===== src/hdl/ssm_pkg.sv =====
`default_nettype none
package ssm_pkg;
  // Register offsets (printed addresses, 16-bit words)
  localparam logic [7:0] SSM_ADDR_AEC_GAIN = 8'hbc;
  localparam logic [7:0] SSM_ADDR_MON_CFG = 8'hc0;
  localparam logic [7:0] SSM_ADDR_STEP_MULT = 8'hd0;
  localparam logic [7:0] SSM_ADDR_RESET_TIME = 8'hd1;
  localparam logic [7:0] SSM_ADDR_INT_TIME = 8'hd2;
  localparam logic [7:0] SSM_ADDR_KNEE2 = 8'hd3;
  localparam logic [7:0] SSM_ADDR_KNEE3 = 8'hd4;
  localparam logic [7:0] SSM_ADDR_ANA_GAIN = 8'hd5;
  localparam logic [7:0] SSM_ADDR_FINE_GAIN = 8'hd6;
  localparam logic [7:0] SSM_ADDR_TEMP = 8'hd7;
  localparam logic [7:0] SSM_ADDR_TEMP_EN = 8'hd8;
  // Field positions
  localparam int SSM_AEC_DGAIN_LSB = 4;
  localparam int SSM_MON_SEL_LSB = 11;
  localparam int SSM_GAIN1_LSB = 0;
  localparam int SSM_GAIN2_LSB = 5;
  // Values after reset
  localparam logic [15:0] SSM_RST_WORD = 16'h0000;
  localparam logic [15:0] SSM_RST_MON_CFG = 16'h0000;
  localparam logic SSM_RST_TEMP_EN = 1'b0;

  typedef struct packed {
    logic [15:0] step_mult;
    logic [15:0] reset_time;
    logic [15:0] int_time;
    logic [15:0] knee2;
    logic [15:0] knee3;
    logic [4:0] gain1;
    logic [7:0] gain2;
    logic [11:0] fine_gain;
  } ssm_settings_t;

  // Sequencer indications, levels and start-of events
  typedef struct packed {
    logic integrating;
    logic row_overhead;
    logic multi_slope_fot;
    logic black_line;
    logic first_line;
    logic frame_start;
    logic row_overhead_start;
    logic readout_start;
    logic readout_start_black;
    logic readout_start_image;
  } ssm_seq_t;

  typedef struct packed {
    logic wr;
    logic rd;
    logic [7:0] addr;
    logic [15:0] wdata;
  } ssm_reg_req_t;
endpackage : ssm_pkg
`default_nettype wire


===== src/hdl/ssm_monitor.sv =====
`default_nettype none
// How it works
// - Auto-exposure digital gain copy (5.7 format) refreshes only at frame end.
// - Sequencer status fields update only when setting takes effect on image.
// - Report applied step multiplier and array reset time, global shutter only.
// - Report main, second and third knee times; knees never from exposure loop.
// - Analog gains in bits 4:0 and 12:5; fine gain 5.7 in 11:0.
// - Junction temperature is unsigned 8-bit count, 0 to 255.
// - Temperature count readable over serial register interface by host.
// - Thermometer runs only when enable high; held reset when low.
// - Monitor select is bits 13:11 of configuration register 192.
// - Selects 0 to 2 drive low, integration, overhead, multi-slope indications.
// - Selects 3 and 4 show readout start, black line, frame and overhead start.
// - Selects 5 to 7 show first line, overhead, readout start variants.
// - Exposure-loop status updates at frame end after a request, leading sequencer-side status.
module ssm_monitor (
  input wire logic clk,
  input wire logic nrst,
  // Register port from the serial interface
  input wire ssm_pkg::ssm_reg_req_t reg_req,
  output logic [15:0] reg_rdata,
  output logic reg_hit,
  // Auto exposure loop request and frame end
  input wire logic aec_request,
  input wire logic [11:0] aec_dgain,
  input wire logic frame_end,
  // Sequencer: settings and the moment they take effect
  input wire ssm_pkg::ssm_settings_t seq_settings,
  input wire logic seq_apply,
  input wire logic global_shutter,
  input wire ssm_pkg::ssm_seq_t seq_ind,
  // Thermometer
  input wire logic [7:0] thermo_count,
  input wire logic thermo_valid,
  output logic thermo_run_n,
  // Monitor pins
  output logic observe_pin_zero,
  output logic observe_pin_one
);
  import ssm_pkg::*;

  // One-hot register decode; shared by the write path and the read hit flag
  function automatic logic [10:0] reg_decode(input logic [7:0] addr);
    logic [10:0] sel;
    sel = 11'h000;
    case (addr)
      SSM_ADDR_AEC_GAIN: sel[0] = 1'b1;
      SSM_ADDR_MON_CFG: sel[1] = 1'b1;
      SSM_ADDR_STEP_MULT: sel[2] = 1'b1;
      SSM_ADDR_RESET_TIME: sel[3] = 1'b1;
      SSM_ADDR_INT_TIME: sel[4] = 1'b1;
      SSM_ADDR_KNEE2: sel[5] = 1'b1;
      SSM_ADDR_KNEE3: sel[6] = 1'b1;
      SSM_ADDR_ANA_GAIN: sel[7] = 1'b1;
      SSM_ADDR_FINE_GAIN: sel[8] = 1'b1;
      SSM_ADDR_TEMP: sel[9] = 1'b1;
      SSM_ADDR_TEMP_EN: sel[10] = 1'b1;
      default: sel = 11'h000;
    endcase
    return sel;
  endfunction : reg_decode

  // Rising edge of a level against its copy one cycle old
  function automatic logic rise(input logic now_lvl, input logic old_lvl);
    return now_lvl && !old_lvl;
  endfunction : rise

  // Register state
  logic [15:0] aec_gain_status;
  logic [15:0] monitor_config;
  ssm_settings_t applied;
  logic [7:0] junction_temp_count;
  logic thermometer_enable;
  logic aec_pending;
  logic [11:0] aec_hold;
  logic [2:0] mon_sel;
  logic p_rot_start;
  logic p_ro;
  logic p_rob;
  logic p_roi;
  logic p_fs;
  logic next_pin0;
  logic next_pin1;
  logic [15:0] next_rdata;
  logic next_hit;

  // Decode and commit nets
  logic [10:0] reg_sel;
  logic sel_mon_cfg;
  logic sel_temp_en;
  logic wr_mon_cfg;
  logic wr_temp_en;
  logic aec_commit;
  logic [11:0] aec_next_gain;

  // Bus views of the narrow status fields
  logic [15:0] word_ana_gain;
  logic [15:0] word_fine_gain;
  logic [15:0] word_temp;
  logic [15:0] word_temp_en;

  // Start-of levels and their one-cycle pulses
  logic [4:0] start_lvl;
  wire logic [4:0] start_pulse;

  // Frame end commits the newest request; a request in that same cycle wins over the held one
  assign aec_commit = frame_end && (aec_pending || aec_request);
  assign aec_next_gain = aec_request ? aec_dgain : aec_hold;

  // Request latched from the loop; copied out at frame end
  always_ff @(posedge clk) begin
    if (!nrst) begin
      aec_pending <= 1'b0;
      aec_hold <= 12'h000;
      aec_gain_status <= SSM_RST_WORD;
    end else begin
      if (aec_request) begin
        aec_pending <= 1'b1;
        aec_hold <= aec_dgain;
      end
      if (aec_commit) begin
        aec_gain_status <= {aec_next_gain, 4'h0};
        aec_pending <= 1'b0;
      end
    end
  end

  // Sequencer copy lags: only taken when the frame actually uses it
  always_ff @(posedge clk) begin
    if (!nrst) begin
      applied <= '0;
    end else if (seq_apply) begin
      applied.int_time <= seq_settings.int_time;
      applied.knee2 <= seq_settings.knee2;
      applied.knee3 <= seq_settings.knee3;
      applied.gain1 <= seq_settings.gain1;
      applied.gain2 <= seq_settings.gain2;
      applied.fine_gain <= seq_settings.fine_gain;
      // Rolling shutter keeps the last global values; they have no meaning there
      if (global_shutter) begin
        applied.step_mult <= seq_settings.step_mult;
        applied.reset_time <= seq_settings.reset_time;
      end
    end
  end

  // Address decode as named wires; writes aimed at read-only words match nothing writable
  assign reg_sel = reg_decode(reg_req.addr);
  assign sel_mon_cfg = reg_sel[1];
  assign sel_temp_en = reg_sel[10];
  assign wr_mon_cfg = reg_req.wr && sel_mon_cfg;
  assign wr_temp_en = reg_req.wr && sel_temp_en;
  assign next_hit = |reg_sel;

  // Writable config; the whole monitor word is kept for read-back, the enable keeps only bit 0
  always_ff @(posedge clk) begin
    if (!nrst) begin
      monitor_config <= SSM_RST_MON_CFG;
      thermometer_enable <= SSM_RST_TEMP_EN;
    end else begin
      if (wr_mon_cfg) begin
        monitor_config <= reg_req.wdata;
      end
      if (wr_temp_en) begin
        thermometer_enable <= reg_req.wdata[0];
      end
    end
  end

  // Sensor held in reset whenever the enable bit is low
  assign thermo_run_n = !thermometer_enable;

  // Temperature count; cleared one cycle after the sensor goes off, so a stale reading shows in that one cycle only
  always_ff @(posedge clk) begin
    if (!nrst || !thermometer_enable) begin
      junction_temp_count <= 8'h00;
    end else if (thermo_valid) begin
      junction_temp_count <= thermo_count;
    end
  end

  // Narrow fields zero-filled to the bus width
  assign word_ana_gain = {3'h0, applied.gain2, applied.gain1};
  assign word_fine_gain = {4'h0, applied.fine_gain};
  assign word_temp = {8'h00, junction_temp_count};
  assign word_temp_en = {15'h0000, thermometer_enable};

  // Read data select; unmapped offsets read as zero
  always_comb begin
    next_rdata = 16'h0000;
    case (reg_req.addr)
      SSM_ADDR_AEC_GAIN: next_rdata = aec_gain_status;
      SSM_ADDR_MON_CFG: next_rdata = monitor_config;
      SSM_ADDR_STEP_MULT: next_rdata = applied.step_mult;
      SSM_ADDR_RESET_TIME: next_rdata = applied.reset_time;
      SSM_ADDR_INT_TIME: next_rdata = applied.int_time;
      SSM_ADDR_KNEE2: next_rdata = applied.knee2;
      SSM_ADDR_KNEE3: next_rdata = applied.knee3;
      SSM_ADDR_ANA_GAIN: next_rdata = word_ana_gain;
      SSM_ADDR_FINE_GAIN: next_rdata = word_fine_gain;
      SSM_ADDR_TEMP: next_rdata = word_temp;
      SSM_ADDR_TEMP_EN: next_rdata = word_temp_en;
      default: begin
        next_rdata = 16'h0000;
      end
    endcase
  end

  // Read data registered one cycle after the read strobe
  always_ff @(posedge clk) begin
    if (!nrst) begin
      reg_rdata <= 16'h0000;
      reg_hit <= 1'b0;
    end else if (reg_req.rd) begin
      reg_rdata <= next_rdata;
      reg_hit <= next_hit;
    end
  end

  // Start-of fields gathered so one detector shape serves all five
  assign start_lvl = {seq_ind.row_overhead_start,
    seq_ind.readout_start, seq_ind.readout_start_black,
    seq_ind.readout_start_image, seq_ind.frame_start};

  // One detector each; a long start level still yields one pulse, reset low so a level already high at reset exit gives one
  for (genvar i = 0; i < 5; i++) begin : g_edge
    logic prev_q;
    always_ff @(posedge clk) begin
      if (!nrst) begin
        prev_q <= 1'b0;
      end else begin
        prev_q <= start_lvl[i];
      end
    end
    assign start_pulse[i] = rise(start_lvl[i], prev_q);
  end

  // Named pulses for the selection table
  assign p_rot_start = start_pulse[4];
  assign p_ro = start_pulse[3];
  assign p_rob = start_pulse[2];
  assign p_roi = start_pulse[1];
  assign p_fs = start_pulse[0];

  // Select sits in the upper bits; the rest of the word is only stored
  assign mon_sel = monitor_config[SSM_MON_SEL_LSB +: 3];

  // Pin selection table
  always_comb begin
    case (mon_sel)
      3'h0: begin
        next_pin0 = 1'b0;
        next_pin1 = 1'b0;
      end
      3'h1: begin
        next_pin0 = seq_ind.integrating;
        next_pin1 = seq_ind.row_overhead;
      end
      3'h2: begin
        next_pin0 = seq_ind.integrating;
        next_pin1 = seq_ind.multi_slope_fot;
      end
      3'h3: begin
        next_pin0 = p_ro;
        next_pin1 = seq_ind.black_line;
      end
      3'h4: begin
        next_pin0 = p_fs;
        next_pin1 = p_rot_start;
      end
      3'h5: begin
        next_pin0 = seq_ind.first_line;
        next_pin1 = p_rot_start;
      end
      3'h6: begin
        next_pin0 = seq_ind.row_overhead;
        next_pin1 = p_ro;
      end
      3'h7: begin
        next_pin0 = p_rob;
        next_pin1 = p_roi;
      end
      default: begin
        next_pin0 = 1'b0;
        next_pin1 = 1'b0;
      end
    endcase
  end

  // Pins registered to keep them glitch-free off chip
  always_ff @(posedge clk) begin
    if (!nrst) begin
      observe_pin_zero <= 1'b0;
      observe_pin_one <= 1'b0;
    end else begin
      observe_pin_zero <= next_pin0;
      observe_pin_one <= next_pin1;
    end
  end
endmodule : ssm_monitor
`default_nettype wire


===== config.mk =====
export PLATFORM = sky130hd
export DESIGN_NAME = ssm_monitor
export DESIGN_NICKNAME = d
export VERILOG_FILES = /design/src/hdl/ssm_pkg.sv /design/src/hdl/ssm_monitor.sv
export SDC_FILE = /design/constraint.sdc
export NUM_CORES = 1
export LEC_CHECK = 0
export ABC_AREA = 1
export BUFFER_PORTS_ARGS = -buffer_cell sky130_fd_sc_hd__buf_2
export CAP_MARGIN = 20
export CORE_ASPECT_RATIO = 1.4
export CORE_MARGIN = 5
export CORE_UTILIZATION = 48
export CTS_BUF_LIST = sky130_fd_sc_hd__clkbuf_16
export CTS_CLUSTER_DIAMETER = 80
export DETAILED_ROUTE_END_ITERATION = 12
export PLACE_DENSITY_LB_ADDON = 0.05
export SYNTH_ARGS = -nofsm -noshare
export SYNTH_HDL_FRONTEND = slang
export SYNTH_SLANG_ARGS = --single-unit

===== constraint.sdc =====
create_clock -name clk -period 1.48 [get_ports clk]
set_input_delay 0.37 -clock clk [delete_from_list [all_inputs] [get_ports clk]]
set_output_delay 0.37 -clock clk [all_outputs]
set_load 0.05 [all_outputs]

==> impl_metrics.tcl <==
set metrics [dict create \
    pin_count 188 \
    hold_path.class "input port to register" \
    worstPathCellList "buf_2" \
    layout.nets 1477 \
    die-area_um2 18700 \
    yosysWarningCount 0 \
    fin_worst_hold_slack_ns 0.111 \
    ys_seq_elements 179 \
    critPathRequiredTime_ns 1.11 \
    worstSetupEndpointType "output port" \
    post_drt_wl_per_cell_um 16.1 \
    crit_path_start_kind "register" \
    cpMaxStageDelayCell "dfxtp_1" \
    cap_violations 0 \
    htreeDepth 4 \
    wirelength_mm 24.4 \
    drtAntennaViolNets 0 \
    utilization 0.632 \
    critPathTopFamily "flip-flops" \
    slew_viol_final 0 \
    row_count 54 \
    leakage_uw 0.00457 \
    grt.overflow.total 0 \
    min_period_ns 1.47 \
    rsz0062_at_grt "false" \
    numPlacedInstances 1484 \
    netlist_instances 1107 \
    grt_pass1_vias 7518 \
    crit_buf_inv 1 \
    root_buffer "clkbuf_16" \
    status "finished clean" \
    antenna_found_initial 0 \
    cp.arrival_ns 1.10 \
    drtIter0Drc 561 \
    core_um2 15700 \
    syn_avg_cell_area_um2 6.96 \
    antenna_cells 0 \
    cpPeakStageDelay_ns 0.38 \
    cts_sinks 179 \
    timing.final.crit_share 0.993 \
    yosysUniqueCellTypes 27 \
    worst_clock_skew_ns 0.00685 \
    place_area_um2 9260 \
    insertion_delay_ns 0.43 \
    firstDrtPassIters 5 \
    final_area_um2 9910 \
    die_y_um 160 \
    die_w_um 117 \
    cts_made_buffers 17 \
    grtUsageTotal 0.262 \
    grt_max_degree 43 \
    synth_area_um2 7710 \
    grt_pass1_wl_mm 38.0 \
    power.density_nw_per_um2 1100 \
    ir_worst_vdd_mv 0.889 \
    synth.net_count 1275 \
    drc_errors 0 \
    critPathKind "register to output port" \
    finalSetupViolCount 0 \
    drive_above_1_share 0.225 \
    synth_seq_area_share 0.465 \
    num_vias 7773 \
    slew_headroom 0.749 \
    instances_no_fill 1518 \
    area_growth_pct 28.5 \
    hold_violations 0 \
    place_congestion 0.915 \
    cts_tree "yes" \
    clockBufferDepth 2 \
    max_clock_freq_ghz 0.680 \
    worst_slew_pin_slew_ns 0.376 \
    cp_max_fo 2 \
    io_buffers 187 \
    finalPower_uw 10900 \
    avgViaCountPerCell 5.12 \
    initial_core_util 0.492 \
    clkSlewWorstSetupHoldPaths_ns 0.07 \
    hpwl_mm 19.1 \
]
## through the flow
step / setup TNS (ns) / setup slack [ns]
after floorplan: 0 / 0.0736
after global placement: -4.55 / -0.320
after detailed placement: -4.97 / -0.314
after CTS: 0 / 0.00246
after global routing: 0 / 0.00178
final: 0 / 0.0102
## cell usage in the layout, fill, tap and decap left out, types with 2 or more instances in the layout
master,Yosys,final
inv_2,1,2
clkinv_4,0,2
inv_6,0,4
clkbuf_4,0,2
buf_2,18,181
clkbuf_16,0,18
a21oi_1,49,49
inv_1,64,64
nor2_2,4,4
nand2_1,128,128
bufinv_16,0,3
nor3_1,4,4
dfxtp_1,179,178
nand2_2,4,4
nand3_1,126,126
clkinv_1,2,4
nand4_1,4,4
a211oi_1,13,13
buf_12,0,15
nor2_4,3,3
buf_4,1,53
mux2i_1,12,12
nor2_1,297,297
o21ai_0,134,134
o21ai_1,7,7
## power breakdown
part / total [µW] / switching [µW] / internal (µW)
sequential: 5210 / 141 / 5070
clock: 4650 / 1980 / 2670
combinational: 1030 / 579 / 455
## final timing paths
path                      startpoint                end  slack, ns  cells past startpoint
setup / recovery        reg_rdata[9]       reg_rdata[9]       0.01                      1
hold / removal             frame_end        aec_pending       0.11                      2
setup reg to reg  monitor_config[12]   observe_pin_zero       0.26                      5
hold reg to reg    monitor_config[8]  monitor_config[8]       0.46                      2
## logic make-up (layout without fill, tap and decap cells)
logic type	Yosys count	count (layout)	share of synthesized area
simple gates	573	573	0.309
compound gates	206	206	0.139
buf+inv	137	352	0.0721
mux	12	12	0.0156
flops	179	179	0.465
## state kept, by name (all words and copies together), names as in the netlist
register and flops:
thermometer_enable 1, aec_pending 1, reg_rdata 16, observe_pin_zero 1
junction_temp_count 8, reg_hit 1, observe_pin_one 1, applied 105
monitor_config 16, aec_hold 12, aec_gain_status 12, g_edge.prev_q 5
## cells in the mapped netlist, drive strengths merged
library cell  count  area [µm²]
nor3b             1        7.51
nor3              4        20.0
a21oi            49         245
buf              21         120
inv              65         244
dfxtp           179        3580
nor2            304        1170
o2111ai           1        8.76
clkbuf           49         184
a211oi           13        97.6
nand4             4        25.0
nand2           132         505
a41oi             1        8.76
o21ai           141         706
nor4              1        6.26
mux2i            12         120
nand3           127         641
a31oi             1        6.26
clkinv            2        7.51
## cell type report
class                   instances  area, µm²
flip-flops and latches        179       3580
inverters                      67        251
repair buffers                253       1660
fillers                      1531       5760
clock inverters                15        178
clock buffers                  17        425
multi-input cells             791       3570
well taps                     196        245
## layer usage
metal  vias to the layer above  global-route usage  wire length, µm
met4                         0               0.109              776
met3                        52              0.0477             1410
li1                       4004                   -                -
met1                      3463               0.309             9670
met5                         -                   0                0
met2                       254               0.459            12600
## repair_timing
item	in CTS	in global routing
endpoints found under the setup margin	4	3
gates resized for setup	6	2
hold buffers	0	0
pin swaps	0	1
cloned	0	1
setup buffers	0	1
(Power assumes the default switching activity.)
